**src/ubra_pkg.sv**
```systemverilog
// Purpose: Shared constants and types for the dual-channel banked UART register decoder.
// Assumes: An 8-bit register bus with a 3-bit offset and one chip select per channel.
// Notes: All offsets, bank codes, bit positions and reset values live here once.
package ubra_pkg;

  // Register offsets on the 3-bit address bus.
  localparam logic [2:0] OFS_DIV_LOW = 3'h0;
  localparam logic [2:0] OFS_DIV_HIGH = 3'h1;
  localparam logic [2:0] OFS_ENH = 3'h2;
  localparam logic [2:0] OFS_LINE = 3'h3;
  localparam logic [2:0] OFS_MODEM = 3'h4;
  localparam logic [2:0] OFS_RESUME1 = 3'h4;
  localparam logic [2:0] OFS_RESUME2 = 3'h5;
  localparam logic [2:0] OFS_HALT1 = 3'h6;
  localparam logic [2:0] OFS_HALT2 = 3'h7;
  localparam logic [2:0] OFS_THRESH = 3'h6;
  localparam logic [2:0] OFS_TRIGGER = 3'h7;
  localparam logic [2:0] OFS_READY = 3'h7;

  // Line control values that select a bank.
  localparam logic [7:0] LINE_DIV_BANK = 8'h80;
  localparam logic [7:0] LINE_EXT_BANK = 8'hBF;

  // Bit positions of the gating and mode bits.
  localparam int ENH_ENABLE_BIT = 4;
  localparam int LINE_DIV_BIT = 7;
  localparam int MODEM_GATE_BIT = 6;
  localparam int MODEM_LOOP_BIT = 4;
  localparam int MODEM_PRESC_BIT = 7;
  localparam int MODEM_PROT_LSB = 5;
  localparam int READY_TX_LSB = 0;
  localparam int READY_RX_LSB = 4;

  // Reset value of every stored register.
  localparam logic [7:0] REG_RESET = 8'h00;

  // Prescaler: last count of the divide-by-four sequence.
  localparam logic [1:0] PRESC_LAST = 2'h3;
  localparam logic [1:0] PRESC_RESET = 2'h0;

  // Decoded target of one access.
  localparam logic [3:0] SEL_BASE = 4'h0;
  localparam logic [3:0] SEL_LINE = 4'h1;
  localparam logic [3:0] SEL_DIV_LOW = 4'h2;
  localparam logic [3:0] SEL_DIV_HIGH = 4'h3;
  localparam logic [3:0] SEL_ENH = 4'h4;
  localparam logic [3:0] SEL_RESUME1 = 4'h5;
  localparam logic [3:0] SEL_RESUME2 = 4'h6;
  localparam logic [3:0] SEL_HALT1 = 4'h7;
  localparam logic [3:0] SEL_HALT2 = 4'h8;
  localparam logic [3:0] SEL_MODEM = 4'h9;
  localparam logic [3:0] SEL_THRESH = 4'hA;
  localparam logic [3:0] SEL_TRIGGER = 4'hB;
  localparam logic [3:0] SEL_READY = 4'hC;

  // Bus access state, one-hot.
  typedef enum logic [2:0] {
    BUS_IDLE = 3'b001,
    BUS_WRITE = 3'b010,
    BUS_READ = 3'b100
  } ubra_bus_t;

  // Complete state of the decoder.
  typedef struct packed {
    ubra_bus_t bus;
    logic [1:0][7:0] line;
    logic [1:0][7:0] enh;
    logic [1:0][7:0] modem;
    logic [1:0][7:0] div_low;
    logic [1:0][7:0] div_high;
    logic [1:0][7:0] resume1;
    logic [1:0][7:0] resume2;
    logic [1:0][7:0] halt1;
    logic [1:0][7:0] halt2;
    logic [1:0][7:0] thresh;
    logic [1:0][7:0] trigger;
    logic [1:0][1:0] presc_cnt;
    logic [1:0] baud_tick;
    logic [7:0] rdata;
    logic rdata_oe;
    logic [1:0] base_wr;
    logic [1:0] base_rd;
    logic [2:0] base_addr;
    logic [7:0] base_wdata;
  } ubra_state_t;

endpackage

```
**src/ubra_regbank.sv**
```systemverilog
// Purpose: Banked register decoder for both channels of a dual UART, with the baud prescaler.
// Assumes: Bus inputs are synchronous to core_clk; strobes last at least two clock cycles.
// Notes: Offsets that fall to no extended register are forwarded to the base register file.
//
// Overview of operation
// - Line control bit 7 set maps offsets 0 and 1 to divisor low and high.
// - Line control 0xBF maps offset 2 to the enhanced feature register.
// - In bank 0xBF offset 4 is first resume char, offset 6 first halt char.
// - In bank 0xBF offset 5 is second resume char, offset 7 second halt char.
// - Enhanced enable, base bank and modem bit 6 map offset 6 to threshold.
// - Enhanced enable, base bank and modem bit 6 map offset 7 to trigger levels; reads also need modem bit 4 set.
// - Base bank, modem bit 6 set, bit 4 clear: read of offset 7 returns FIFO ready.
// - Modem bit 7 set divides the clock by four before the baud generator.
// - Modem bit 7 clear passes the clock undivided to the baud generator.
// - In the base bank offset 4 is modem control, read back in full.
// - Writes to modem bits 7 to 5 are ignored unless enhanced enable is set.
// - Threshold and trigger writes need enhanced enable and modem bit 6 both set.
`timescale 1ns/1ps

module ubra_regbank
  import ubra_pkg::*;
(
  input wire logic core_clk,
  input wire logic sys_rst,
  input wire logic cs_a_n,
  input wire logic cs_b_n,
  input wire logic [2:0] addr,
  input wire logic wr_n,
  input wire logic rd_n,
  input wire logic [7:0] data_in,
  output logic [7:0] data_out,
  output logic data_oe,
  input wire logic [7:0] base_rdata_a,
  input wire logic [7:0] base_rdata_b,
  output logic [1:0] base_wr_stb,
  output logic [1:0] base_rd_stb,
  output logic [2:0] base_addr,
  output logic [7:0] base_wdata,
  input wire logic [1:0] tx_fifo_ready,
  input wire logic [1:0] rx_fifo_ready,
  output logic [1:0][7:0] line_control,
  output logic [1:0][7:0] enhanced_feature_control,
  output logic [1:0][7:0] modem_control,
  output logic [1:0][15:0] baud_divisor,
  output logic [1:0][7:0] resume_char_first,
  output logic [1:0][7:0] resume_char_second,
  output logic [1:0][7:0] halt_char_first,
  output logic [1:0][7:0] halt_char_second,
  output logic [1:0][7:0] flow_threshold_levels,
  output logic [1:0][7:0] fifo_trigger_levels,
  output logic [1:0] baud_tick
);

  // Every register of both channels lives in one packed state word.
  // The next-state copy is filled in one place, so no field can gain a second driver.
  ubra_state_t state_ff;
  ubra_state_t nxt_state;
  logic [7:0] ready_word;
  logic [1:0] chan_sel;
  logic chan_idx;

  // Decode one access of one channel from its own bank state.
  // Reads and writes share the decode so a register reads back where it was written unless the ready view covers it.
  // Priority runs from the always-visible line control offset down to the gated registers.
  // The ready view sits above the trigger levels, so a read at offset 7 with the view open
  // never returns the trigger byte; writes skip that view because it is read-only.
  function automatic logic [3:0] decode_target(
    input logic [7:0] line,
    input logic [7:0] enh,
    input logic [7:0] modem,
    input logic [2:0] ofs,
    input logic is_read
  );
    logic ext_bank;
    logic div_bank;
    logic gated;
    logic [3:0] sel;
    ext_bank = (line == LINE_EXT_BANK);
    div_bank = line[LINE_DIV_BIT];
    // The gated registers need the divisor bank closed as well, not line control exactly zero.
    gated = enh[ENH_ENABLE_BIT] & modem[MODEM_GATE_BIT] & ~div_bank;
    sel = SEL_BASE;
    if (ofs == OFS_LINE) begin
      sel = SEL_LINE;
    end else if (div_bank && (ofs == OFS_DIV_LOW)) begin
      sel = SEL_DIV_LOW;
    end else if (div_bank && (ofs == OFS_DIV_HIGH)) begin
      sel = SEL_DIV_HIGH;
    end else if (ext_bank) begin
      case (ofs)
        OFS_ENH: sel = SEL_ENH;
        OFS_RESUME1: sel = SEL_RESUME1;
        OFS_HALT1: sel = SEL_HALT1;
        OFS_RESUME2: sel = SEL_RESUME2;
        OFS_HALT2: sel = SEL_HALT2;
        default: sel = SEL_BASE;
      endcase
    end else if (ofs == OFS_MODEM) begin
      sel = SEL_MODEM;
    end else if (is_read && !div_bank && (ofs == OFS_READY) && modem[MODEM_GATE_BIT] &&
                 !modem[MODEM_LOOP_BIT]) begin
      sel = SEL_READY;
    end else if (gated && (ofs == OFS_THRESH)) begin
      sel = SEL_THRESH;
    end else if (gated && (ofs == OFS_TRIGGER)) begin
      sel = SEL_TRIGGER;
    end
    return sel;
  endfunction

  // Ready status of both channels, unused bits held at zero.
  // The status is live, so a read shows the level of the cycle in which its data is loaded.
  // Nothing is latched here; a host that needs a stable copy must read it once and keep it.
  always_comb begin
    ready_word = 8'h00;
    ready_word[READY_TX_LSB +: 2] = tx_fifo_ready;
    ready_word[READY_RX_LSB +: 2] = rx_fifo_ready;
  end

  // Channel A wins if both selects are low, so one access never lands in two channels.
  // A host that drops both selects in mid-read simply ends the access in the sequencer.
  // Each channel decodes from its own line, enhanced and modem bytes only.
  assign chan_sel = {~cs_b_n, ~cs_a_n};
  assign chan_idx = cs_a_n;

  // Next-state logic: bus sequencing, banked writes, read mux and prescalers.
  always_comb begin
    logic [3:0] sel;
    logic [7:0] rd_value;
    logic [7:0] base_value;
    logic any_sel;
    sel = SEL_BASE;
    rd_value = 8'h00;
    base_value = 8'h00;
    any_sel = |chan_sel;
    nxt_state = state_ff;
    nxt_state.base_wr = 2'b00;
    nxt_state.base_rd = 2'b00;

    // Access sequencing: a write is taken once per strobe, a read drives data while held.
    case (state_ff.bus)
      BUS_IDLE: begin
        nxt_state.rdata_oe = 1'b0;
        // Write wins over read when both strobes are low in the same cycle.
        if (any_sel && !wr_n) begin
          sel = decode_target(state_ff.line[chan_idx], state_ff.enh[chan_idx],
                              state_ff.modem[chan_idx], addr, 1'b0);
          nxt_state.bus = BUS_WRITE;
          case (sel)
            SEL_LINE: nxt_state.line[chan_idx] = data_in;
            SEL_DIV_LOW: nxt_state.div_low[chan_idx] = data_in;
            SEL_DIV_HIGH: nxt_state.div_high[chan_idx] = data_in;
            SEL_ENH: nxt_state.enh[chan_idx] = data_in;
            SEL_RESUME1: nxt_state.resume1[chan_idx] = data_in;
            SEL_RESUME2: nxt_state.resume2[chan_idx] = data_in;
            SEL_HALT1: nxt_state.halt1[chan_idx] = data_in;
            SEL_HALT2: nxt_state.halt2[chan_idx] = data_in;
            SEL_MODEM: begin
              // The top three bits keep their value unless enhanced mode opens them.
              if (state_ff.enh[chan_idx][ENH_ENABLE_BIT]) begin
                nxt_state.modem[chan_idx] = data_in;
              end else begin
                nxt_state.modem[chan_idx] = {state_ff.modem[chan_idx][7:MODEM_PROT_LSB],
                                             data_in[MODEM_PROT_LSB-1:0]};
              end
            end
            SEL_THRESH: nxt_state.thresh[chan_idx] = data_in;
            SEL_TRIGGER: nxt_state.trigger[chan_idx] = data_in;
            default: begin
              // Bit 0 is channel A; the pulse goes only to the channel that owns the access.
              nxt_state.base_wr = {chan_idx, ~chan_idx};
              nxt_state.base_addr = addr;
              nxt_state.base_wdata = data_in;
            end
          endcase
        end else if (any_sel && !rd_n) begin
          nxt_state.bus = BUS_READ;
          // One pulse per read so a popping base register advances only once.
          nxt_state.base_rd = {chan_idx, ~chan_idx};
          nxt_state.base_addr = addr;
        end
      end
      BUS_WRITE: begin
        // A held write strobe is not taken again; the host must lift it for a cycle.
        nxt_state.rdata_oe = 1'b0;
        if (wr_n) begin
          nxt_state.bus = BUS_IDLE;
        end
      end
      BUS_READ: begin
        // Dropping either the strobe or the select ends the read and frees the data bus.
        if (rd_n || !any_sel) begin
          nxt_state.bus = BUS_IDLE;
          nxt_state.rdata_oe = 1'b0;
        end else begin
          nxt_state.rdata_oe = 1'b1;
        end
      end
      default: begin
        // An illegal state code falls back to idle with the data bus released.
        nxt_state.bus = BUS_IDLE;
        nxt_state.rdata_oe = 1'b0;
      end
    endcase

    // Read mux, refreshed every cycle of a read so live status is not stale.
    // Extended reads still pulse the base read strobe at read start; the base data is then ignored.
    if ((state_ff.bus == BUS_READ) && !rd_n && any_sel) begin
      sel = decode_target(state_ff.line[chan_idx], state_ff.enh[chan_idx],
                          state_ff.modem[chan_idx], addr, 1'b1);
      base_value = chan_idx ? base_rdata_b : base_rdata_a;
      case (sel)
        SEL_LINE: rd_value = state_ff.line[chan_idx];
        SEL_DIV_LOW: rd_value = state_ff.div_low[chan_idx];
        SEL_DIV_HIGH: rd_value = state_ff.div_high[chan_idx];
        SEL_ENH: rd_value = state_ff.enh[chan_idx];
        SEL_RESUME1: rd_value = state_ff.resume1[chan_idx];
        SEL_RESUME2: rd_value = state_ff.resume2[chan_idx];
        SEL_HALT1: rd_value = state_ff.halt1[chan_idx];
        SEL_HALT2: rd_value = state_ff.halt2[chan_idx];
        SEL_MODEM: rd_value = state_ff.modem[chan_idx];
        SEL_THRESH: rd_value = state_ff.thresh[chan_idx];
        SEL_TRIGGER: rd_value = state_ff.trigger[chan_idx];
        SEL_READY: rd_value = ready_word;
        default: rd_value = base_value;
      endcase
      nxt_state.rdata = rd_value;
    end

    // Prescalers, one per channel: a tick every fourth cycle or every cycle.
    // The counter restarts from zero when divide-by-four is switched off, so the first
    // tick after switching it back on always comes four cycles later.
    for (int ch = 0; ch < 2; ch++) begin
      if (state_ff.modem[ch][MODEM_PRESC_BIT]) begin
        nxt_state.presc_cnt[ch] = state_ff.presc_cnt[ch] + 2'h1;
        nxt_state.baud_tick[ch] = (state_ff.presc_cnt[ch] == PRESC_LAST);
      end else begin
        nxt_state.presc_cnt[ch] = PRESC_RESET;
        nxt_state.baud_tick[ch] = 1'b1;
      end
    end
  end

  // State register with synchronous reset.
  // All stored bytes start at zero, so a host that skips configuration still finds
  // the base bank open and the prescaler off.
  always_ff @(posedge core_clk) begin
    if (sys_rst) begin
      state_ff.bus <= BUS_IDLE;
      state_ff.line <= {2{REG_RESET}};
      state_ff.enh <= {2{REG_RESET}};
      state_ff.modem <= {2{REG_RESET}};
      state_ff.div_low <= {2{REG_RESET}};
      state_ff.div_high <= {2{REG_RESET}};
      state_ff.resume1 <= {2{REG_RESET}};
      state_ff.resume2 <= {2{REG_RESET}};
      state_ff.halt1 <= {2{REG_RESET}};
      state_ff.halt2 <= {2{REG_RESET}};
      state_ff.thresh <= {2{REG_RESET}};
      state_ff.trigger <= {2{REG_RESET}};
      state_ff.presc_cnt <= {2{PRESC_RESET}};
      state_ff.baud_tick <= 2'b00;
      state_ff.rdata <= 8'h00;
      state_ff.rdata_oe <= 1'b0;
      state_ff.base_wr <= 2'b00;
      state_ff.base_rd <= 2'b00;
      state_ff.base_addr <= 3'h0;
      state_ff.base_wdata <= 8'h00;
    end else begin
      state_ff <= nxt_state;
    end
  end

  // Outputs are direct views of state flip-flops.
  assign data_out = state_ff.rdata;
  assign data_oe = state_ff.rdata_oe;
  assign base_wr_stb = state_ff.base_wr;
  assign base_rd_stb = state_ff.base_rd;
  assign base_addr = state_ff.base_addr;
  assign base_wdata = state_ff.base_wdata;
  assign line_control = state_ff.line;
  assign enhanced_feature_control = state_ff.enh;
  assign modem_control = state_ff.modem;
  assign resume_char_first = state_ff.resume1;
  assign resume_char_second = state_ff.resume2;
  assign halt_char_first = state_ff.halt1;
  assign halt_char_second = state_ff.halt2;
  assign flow_threshold_levels = state_ff.thresh;
  assign fifo_trigger_levels = state_ff.trigger;
  assign baud_tick = state_ff.baud_tick;
  // The divisor halves are written separately, so the word is only settled after both bytes have been written.
  assign baud_divisor[0] = {state_ff.div_high[0], state_ff.div_low[0]};
  assign baud_divisor[1] = {state_ff.div_high[1], state_ff.div_low[1]};

endmodule

```
**config.mk**
```make
export PLATFORM = sky130hd
export DESIGN_NAME = ubra_regbank
export DESIGN_NICKNAME = d
export VERILOG_FILES = /design/src/ubra_pkg.sv /design/src/ubra_regbank.sv
export SDC_FILE = /design/constraint.sdc
export NUM_CORES = 1
export LEC_CHECK = 0
export BUFFER_PORTS_ARGS = -buffer_cell sky130_fd_sc_hd__buf_4
export CORE_ASPECT_RATIO = 0.5
export CORE_UTILIZATION = 55
export CTS_BUF_LIST = sky130_fd_sc_hd__clkbuf_16
export DETAILED_ROUTE_END_ITERATION = 8
export PLACE_DENSITY = 0.86
export RECOVER_POWER = 25
export SLEW_MARGIN = 5
export SYNTH_ARGS = -nofsm -noshare
export SYNTH_HDL_FRONTEND = slang
export SYNTH_SLANG_ARGS = --single-unit
export TNS_END_PERCENT = 30
```
**constraint.sdc**
```tcl
create_clock -name core_clk -period 3.3 [get_ports core_clk]
set_clock_uncertainty 0.1 [all_clocks]
set_input_delay 0.66 -clock core_clk [delete_from_list [all_inputs] [get_ports core_clk]]
set_output_delay 0.66 -clock core_clk [all_outputs]
set_load 0.05 [all_outputs]
```
# After elaboration in Yosys (flattened, before gate mapping)
# Index checks and enable logic that the tools add are counted.
totals:
  regBits: 209
  latch_bits: 0
  mem_bits_rw: 0
  in_bits: 37
  mem_bits_ro: 0
  word_cells: 196
  output_inout_bits: 202
  mem_count: 0
op_classes:
  reduce_logical: 41
  n_shift: 0
  add_sub_neg: 2
  n_div: 0
  muxes: 67
  multipliers: 0
  n_eq_ne: 40
  magnitude_cmp: 2
  n_bitwise: 12
ops:
  columns: ["op", "count"]
  rows:
  - ["16-bit bitwise mux", 12]
  - ["8-bit two-way mux", 24]
  - ["8-bit one-hot mux with 12 select lines", 1]
  - ["4-bit two-way mux", 16]
  - ["3-bit AND reduction", 14]
  - ["4-bit equality test, second input constant", 9]
  - ["4-bit by 3-bit equality test with 1-bit output, second input constant", 8]
  - ["4-bit one-hot mux with 5 select lines", 1]
  - ["3-bit two-way mux", 6]
  - ["4-bit by 2-bit equality test with 1-bit output, second input constant", 4]
  - ["16-bit two-way mux", 1]
  - ["3-bit equality test, second input constant", 5]
  - ["14-bit OR reduction", 1]
  - ["1-bit logical AND", 12]
  - ["11-bit two-way mux", 1]
  - ["11-bit OR reduction", 1]
  - ["1-bit NOT", 10]
  - ["3-bit by 2-bit equality test with 1-bit output, second input constant", 3]
  - ["3-bit one-hot mux with 3 select lines", 1]
  - ["8-bit demux with 1-bit select", 1]
  - ["4-bit by 1-bit equality test with 1-bit output, second input constant", 2]
  - ["8-bit equality test, second input constant", 1]
  - ["2-bit OR reduction", 4]
  - ["3-bit by 1-bit equality test with 1-bit output, second input constant", 2]
  - ["other kinds (13)", 24]

# Longest topological paths before layout
# Gate-level depths: netlist of the first run.
logic_depth:
  word_depth: 18
  mapped_depth: 11
  ltp_nobuf: 7

# Worst setup path before layout of the first run
# OpenSTA, ideal clock, no wires.
synth_timing:
  path_kind: "input port to flip-flop"
  from: "input port cs_a_n"
  to: "register state_ff, in the netlist halt_char_second[10]"
  n_path_buf: 2
  stages: 9
  required_time_ps: 3072
  setup_slack_ps: 424
  t_arrival_ps: 2648
  setup_ps: 128
  cell_sequence: "buf_4 > nand2b_4 > or4_4 > buf_6 > a2111oi_4 > o21ai_2 > nor3_4 > mux2i_1 > nor2_1"
synth_between:
  elab_chain_cells: 16
  elab_cells_between_ends: 34
  classes_between: "order compare (2); eq/ne (2); mux (18); bitwise (4); reduce/logical (8)"
synth_lines:
  columns: ["item", "line", "rtl"]
  rows:
  - ["start, declared", "ubra_regbank.sv:25", "input wire logic cs_a_n,"]
  - ["8-bit two-way mux, on equally long branches (2 in series)", null, null]
  - ["1-bit bitwise AND / 1-bit NOT (equally long branches)", "ubra_regbank.sv:81", "gated = enh[ENH_ENABLE_BIT] & modem[MODEM_GATE_BIT] & ~div_bank;"]
  - ["1-bit bitwise AND", "ubra_regbank.sv:81", null]
  - ["1-bit logical AND", "ubra_regbank.sv:105", "end else if (gated && (ofs == OFS_TRIGGER)) begin"]
  - ["4-bit two-way mux", "ubra_regbank.sv:105", null]
  - ["4-bit two-way mux", "ubra_regbank.sv:103", "end else if (gated && (ofs == OFS_THRESH)) begin"]
  - ["4-bit two-way mux", "ubra_regbank.sv:98", "end else if (ofs == OFS_MODEM) begin"]
  - ["4-bit two-way mux", "ubra_regbank.sv:89", "end else if (ext_bank) begin"]
  - ["4-bit two-way mux", "ubra_regbank.sv:87", "end else if (div_bank && (ofs == OFS_DIV_HIGH)) begin"]
  - ["4-bit two-way mux", "ubra_regbank.sv:85", "end else if (div_bank && (ofs == OFS_DIV_LOW)) begin"]
  - ["4-bit two-way mux", "ubra_regbank.sv:83", "if (ofs == OFS_LINE) begin"]
  - ["4-bit two-way mux", "ubra_regbank.sv:145", "if (any_sel && !wr_n) begin"]
  - ["4-bit two-way mux", "ubra_regbank.sv:141", "case (state_ff.bus)"]
  - ["4-bit equality test", "ubra_regbank.sv:149", "case (sel)"]
  - ["3-bit AND reduction (no line)", null, null]
  - ["end signal, assigned", "ubra_regbank.sv:270", "state_ff <= nxt_state;"]
  - ["end, declared", "ubra_regbank.sv:56", "ubra_state_t state_ff;"]
# Parallel ways exist; a longest one is shown, timed or not. The select of a mux whose other input is x is not followed.
# A chain may end at the register's enable or synchronous reset.

# Worst setup path in the final report of the first run
layout_timing:
  from: "register state_ff, in the netlist line_control[7]"
  to: "register state_ff, in the netlist baud_divisor[7]"
layout_between:
  elab_chain_cells: 16
  elab_cells_between_ends: 20
  classes_between: "eq/ne (2); mux (11); bitwise (2); reduce/logical (5)"
layout_lines:
  columns: ["item", "line", "rtl"]
  rows:
  - ["8-bit two-way mux (not written as such) (*) (2 in series)", "ubra_regbank.sv:146", "sel = decode_target(state_ff.line[chan_idx], state_ff.enh[chan_idx],"]
  - ["1-bit NOT", "ubra_regbank.sv:81", null]
  - ["1-bit bitwise AND", "ubra_regbank.sv:81", null]
  - ["1-bit logical AND", "ubra_regbank.sv:105", null]
  - ["4-bit two-way mux", "ubra_regbank.sv:105", null]
  - ["4-bit two-way mux", "ubra_regbank.sv:103", null]
  - ["4-bit two-way mux", "ubra_regbank.sv:98", null]
  - ["4-bit two-way mux", "ubra_regbank.sv:89", null]
  - ["4-bit two-way mux", "ubra_regbank.sv:87", null]
  - ["4-bit two-way mux (*)", "ubra_regbank.sv:85", null]
  - ["4-bit two-way mux (*)", "ubra_regbank.sv:83", null]
  - ["4-bit two-way mux (*)", "ubra_regbank.sv:145", null]
  - ["4-bit two-way mux (*)", "ubra_regbank.sv:141", null]
  - ["4-bit by 2-bit equality test with 1-bit output (*)", "ubra_regbank.sv:149", null]
  - ["3-bit AND reduction (no line) (*)", null, null]
# Every way passes the cells marked *; elsewhere a longest branch is shown, timed or not. The select of a mux whose other input is x is not followed.

==> flow_summary.ini, run 1 <==
[die]
pin_count = 239
core_area_um2 = 19900
die_x_um = 206
die_h_um = 104
rows = 36
start_util = 0.575
dieArea_um2 = 21400

[pwr]
p_leak_uw = 0.00478
powerDensity_nw_per_um2 = 421
ir_drop_mv = 0.235

[yosys]
yosys_warnings = 0
synth_area_per_cell_um2 = 8.78
ys.flop_type = dfxtp_1
synthesis.instances = 1305
async_flop_share = 0
ys_ff_latch = 209
syn_area_um2 = 11500
ys_seq_area_frac = 0.365
ys_types = 71
mappedNetlistNets = 1344
synth_edf_count = 0

[cells_and_area]
drive_gt1_frac = 0.220
final_common_cell = dfxtp_1
layout_common_cells = 209 x dfxtp_1, 206 x buf_4, 153 x mux2i_1
syn_to_final_growth_pct = 9.15
finalNetCount = 1385
diodes = 0

[sta]
setup_viol = 0
worst_pin_slew_ps = 945
period_needed_ps = 3130
hold_viol = 0
layout_worst_path_cycle_share = 0.947
rsz0062_at_grt = false
timing.setup.tns_ps = 0
drv_slew = 0
whs_ps = 258
slew_headroom = 0.370
fmax_mhz = 320

[routing]
drc = 0
vias = 10100
routedWlPerCell_um = 23.5
routed_wl_um = 38000
drt_iter0_drc = 1145
ant_nets = 0
first_pass_iters = 5
viasPerCell = 6.20

[global_route]
antenna_found_initial = 0
grt_max_degree = 200
grt_first_pass_wirelength_um = 57100
grt_overflow = 0
grt_pass1_vias = 9558
track_usage = 0.345

[clock_tree]
cts_tree = yes
cts_sinks = 209
clk_latency_ps = 500
post_cts_resize_count = 0
cts_setup_buffers = 0
root_buffer = clkbuf_16
h-tree-depth = 1
hold_buffers = 0
clk_pin_slew_worst_paths_ps = 70
cts_made_buffers = 19
clk_path_buf_depth = 3

[critical_path]
critPathMaxFanout = 16
r2r_start = line_control[7]
cp_cell_sequence = nand4_1 -> or3_1 -> a21o_1 -> o211ai_4 -> nand2_1 -> o21ai_0 -> a21oi_1
worst_r2r_path_depth = 7
startpoint_type = flip-flop
r2r-end = baud_divisor[7]
critPathMaxStageDelay_ps = 520
cp.arrival_ps = 3370
slowest_stage = or3_1
r2r_slack_ps = 170
critical_path.endpoint_type = flip-flop
worstPathRequired_ps = 3540
path_class = reg -> reg

[min_path]
hp-start = wr_n
hold_path_class = in -> reg
worstHoldEndpoint = state_ff[207]
holdPathStages = 2

[placement]
port_buffers = 238
hpwl_um = 27300
gp_congestion = 1.05

[flow_run]
maxCapViolCount = 0

[run_status]
status = complete, no violations
[critical path, delay by kind of cell, from the launching register on]
kind	cells	cell delay [ps]
AOI/OAI and AO/OA	4	1100
DFF	1	510
and+or+nand+nor	3	1240
[per-layer routing]
metal  vias up  GRT usage  part of all wire
met5         -          0                 0
met4         0      0.106             0.031
met3        95      0.114              0.14
met2       676      0.506              0.43
met1      4837      0.477              0.41
li1       4450          -                 -
[where the power goes]
part           internal, µW  leakage (µW)  switching [µW]  total [µW]
combinational           164       0.00280             380         544
sequential             2540       0.00169            18.4        2560
clock                  1200      0.000300             968        2160
[cells by family (layout without fill, tap and decap cells)]
logic type      count (synthesis)  in the layout  synth area share
mux                           189            189             0.183
buf+inv                       292            342             0.164
compound gates                222            222             0.119
xor+xnor                        1              1          0.000765
fa+ha+maj                       2              2           0.00218
simple gates                  390            390             0.165
flops                         209            209             0.365
[layout make-up]
cell class                      instances  area (µm²)
Fill cell                            1765        7400
Multi-Input combinational cell        804        5390
Sequential cell                       209        4180
Timing Repair Buffer                  303        1990
Clock buffer                           19         475
Tap cell                              266         333
Clock inverter                         11        96.3
Inverter                                9        33.8
[flip-flops by register name, summed over array words and instances, names as in the netlist, 8 cells and up, named ones only]
| signal | count |
|---|---|
| resume_char_first | 16 |
| line_control | 16 |
| halt_char_first | 16 |
| enhanced_feature_control | 16 |
| halt_char_second | 16 |
| resume_char_second | 16 |
| base_wdata | 8 |
| data_out | 8 |
| flow_threshold_levels | 16 |
| baud_divisor | 32 |
| fifo_trigger_levels | 16 |
[Yosys cell counts (2+ instances only)]
cell         n  share of area
a2111oi_0    2         0.0015
a211oi_1     7         0.0046
a21o_1       2         0.0013
a21oi_1    108          0.047
a22o_1       4         0.0031
a22oi_1      9         0.0059
and3_1       2         0.0011
and3b_1      2         0.0015
buf_1        3        0.00098
buf_2       16         0.0070
buf_4      202           0.13
clkbuf_1    61          0.020
dfxtp_1    209           0.37
ha_1         2         0.0022
inv_1        8         0.0026
mux2_2      22          0.022
mux2i_1    153           0.13
mux4_2      14          0.028
nand2_1    104          0.034
nand2b_1     3         0.0016
nand3_1     85          0.037
nand3b_1     3         0.0020
nand4_1      7         0.0038
nand4b_1     2         0.0015
nor2_1     123          0.040
nor2_2       2         0.0011
nor2b_1      4         0.0022
nor3_1      18         0.0079
nor3_2       5         0.0044
nor3_4       7         0.0099
nor3b_1      2         0.0013
nor4_1       4         0.0022
nor4b_1      3         0.0023
o211a_1      4         0.0035
o211ai_1    11         0.0072
o21ai_0     44          0.019
o21ai_1      2        0.00087
o221ai_1     5         0.0038
o22ai_1      4         0.0022
or3_1        6         0.0033
[metrics by stage]
step	setup WS, ps	instance area [µm²]	power, µW	std cells	utilization
floorplan	424	11500	2980	1305	-
global placement	129	12300	3150	1591	0.617
detailed placement	79.7	12300	3160	1591	0.617
CTS	293	12900	5260	1621	0.646
global route	41.5	12500	5390	1621	0.628
finish	174	12500	5270	1621	0.628
[worst max path at each step]
stage,start,to,slack (ps),cells past startpoint
3_5_place_dp,cs_a_n,modem_control[14],80,8
3_3_place_gp,addr[2],baud_divisor[26],130,10
5_1_grt,line_control[7],baud_divisor[16],40,8
6_report,line_control[7],baud_divisor[7],170,7
2_1_floorplan,cs_a_n,halt_char_second[10],420,9
4_1_cts,line_control[7],baud_divisor[7],290,7
Note: power is estimated with default switching activity, not from simulation.
==> run 2, diff against run 1 <==
--- a/config.mk
+++ b/config.mk
@@ -5,13 +5,14 @@
 export SDC_FILE = /design/constraint.sdc
 export NUM_CORES = 1
 export LEC_CHECK = 0
-export BUFFER_PORTS_ARGS = -buffer_cell sky130_fd_sc_hd__buf_4
-export CORE_ASPECT_RATIO = 0.5
+export CORE_ASPECT_RATIO = 0.6
 export CORE_UTILIZATION = 55
 export CTS_BUF_LIST = sky130_fd_sc_hd__clkbuf_16
 export DETAILED_ROUTE_END_ITERATION = 8
-export PLACE_DENSITY = 0.86
+export DONT_BUFFER_PORTS = 1
+export PLACE_DENSITY = 0.76
 export RECOVER_POWER = 25
+export REMOVE_ABC_BUFFERS = 1
 export SLEW_MARGIN = 5
 export SYNTH_ARGS = -nofsm -noshare
 export SYNTH_HDL_FRONTEND = slang
==> run 2 against run 1 <==
Combinational power is 50% lower. Count of clock-buffer cells in the layout is 2 higher. First-iteration DRC count is 7.8% lower. Core utilization is 8.9 points lower. Die area hardly changed. Fmax is 3.9% higher. Wire length is 8.3% lower. Via count is 12% lower. Sequential cell count stayed put.
==> flow_summary.ini, run 2 (synthesized netlist as in run 1, its figures left out) <==
[global_route]
track_usage = 0.316
antenna_found_initial = 1
grt_max_degree = 202
grt_overflow = 0
grt_first_pass_wirelength_um = 51400
grt_pass1_vias = 8039

[critical_path]
crit_top_cell = o211ai_1
path_class = reg -> reg
critPathMaxFanout = 6
critPathBufInv = 0
r2r-end = data_out[6]
cp_top_family = compound AO/OA/AOI/OAI gates
critical_path.endpoint_type = flip-flop
worst_r2r_path_depth = 7
r2r_start = line_control[15]
cp.arrival_ps = 3310
cp_cell_sequence = mux2i_1 -> nor3_1 -> a22o_1 -> a2111oi_0 -> o211ai_1 -> a22oi_1 -> o211ai_1
worstPathRequired_ps = 3600
startpoint_type = flip-flop
critPathMaxStageDelay_ps = 740
r2r_slack_ps = 290
slowest_stage = a2111oi_0

[cells_and_area]
diodes = 0
syn_to_final_growth_pct = -4.79
layout_common_cells = 209 x dfxtp_1, 153 x mux2i_1, 123 x nor2_1
fill_cells = 1873
drive_gt1_frac = 0.111
finalNetCount = 1134
largest_reg_flops = 32
final_cells = 1382
final_common_cell = dfxtp_1

[placement]
dp_slack_ps = 83.1
dp.cells = 1345
gp_congestion = 1.03
port_buffers = 0
hpwl_um = 24400

[routing]
vias = 8880
routed_wl_um = 34900
drt_iter0_drc = 1056
ant_nets = 0
first_pass_iters = 7
viasPerCell = 6.43
drc = 0
routedWlPerCell_um = 25.3

[pwr]
ir_drop_mv = 0.420
p_leak_uw = 0.00378
power_frac_clock = 0.452
p_sw_uw = 1280
seqPwrFrac = 0.496
powerDensity_nw_per_um2 = 482
switching_share = 0.245
internal_power_uw = 3970
combinationalPowerShare = 0.052

[die]
dieArea_um2 = 21400
core_area_um2 = 20200
die_x_um = 188
start_util = 0.567
rows = 40
die_h_um = 114
pin_count = 239

[sta]
hold_viol = 0
fmax_mhz = 332
timing.setup.tns_ps = 0
slew_headroom = 0.365
setup_viol = 0
period_needed_ps = 3010
worst_pin_slew_ps = 952
rsz0062_at_grt = false
fin_ws_ps = 290
drv_slew = 0
layout_worst_path_cycle_share = 0.912

[clock_tree]
clk_path_buf_depth = 3
cts_setup_buffers = 0
post_cts_resize_count = 0
cts_made_buffers = 21
root_buffer = clkbuf_16
clk_latency_ps = 530
cts_sinks = 209
cts_tree = yes
hold_buffers = 0
h-tree-depth = 1
clk_pin_slew_worst_paths_ps = 70

[min_path]
holdPathStages = 1
hp-start = wr_n
hold_path_class = in -> reg
worstHoldEndpoint = state_ff[207]

[flow_run]
maxCapViolCount = 0

[run_status]
status = complete, no violations
## run 2: worst reg2reg max path, cell delays in order, from the launching register on
cell,delay [ps]
dfxtp_1,370
mux2i_1,520
nor3_1,230
a22o_1,300
a2111oi_0,740
o211ai_1,220
a22oi_1,270
o211ai_1,130
## run 2: per-stage QoR
stage	utilization	area [µm²]	hold slack [ps]	total power, µW
final	0.539	10900	103	5250
after global routing	0.539	10900	91.6	5400
after CTS	0.543	11000	94.8	5260
after global placement	0.511	10300	316	2930
after detailed placement	0.511	10300	325	2930
after floorplan	-	9610	302	2860
## run 2: power groups by stage
stage	Clock, µW	Sequential [µW]	Combinational (µW)
after floorplan	0	2680	182
after global placement	0	2660	268
after detailed placement	0	2660	270
after CTS	2390	2610	271
after global routing	2500	2610	287
final	2370	2610	274
## run 2: final cells by class
class	instances	area (µm²)	area share
Sequential cell	209	4180	0.384
Inverter	9	33.8	0.00310
Tap cell	273	342	0.0313
Multi-Input combinational cell	804	5390	0.494
Timing Repair Buffer	50	297	0.0272
Clock inverter	16	135	0.0124
Clock buffer	21	526	0.0482
## run 2: worst max-delay path by stage
stage          slack [ps]            endpoint  cells past startpoint              from
2_1_floorplan         -40  halt_char_first[0]                      7  line_control[15]
3_3_place_gp           70         data_out[6]                      7            cs_a_n
3_5_place_dp           80         data_out[6]                      7            cs_a_n
4_1_cts               400         data_out[6]                      7  line_control[15]
5_1_grt               130     line_control[5]                      8     state_ff[206]
6_report              290         data_out[6]                      7  line_control[15]
## run 2: routing by layer
metal | vias up | share of wire | global-route usage
met3 | 49 | 0.16 | 0.159
met4 | 0 | 0.015 | 0.0516
li1 | 3955 | - | -
met1 | 4316 | 0.43 | 0.447
met5 | - | 0 | 0
met2 | 560 | 0.39 | 0.431
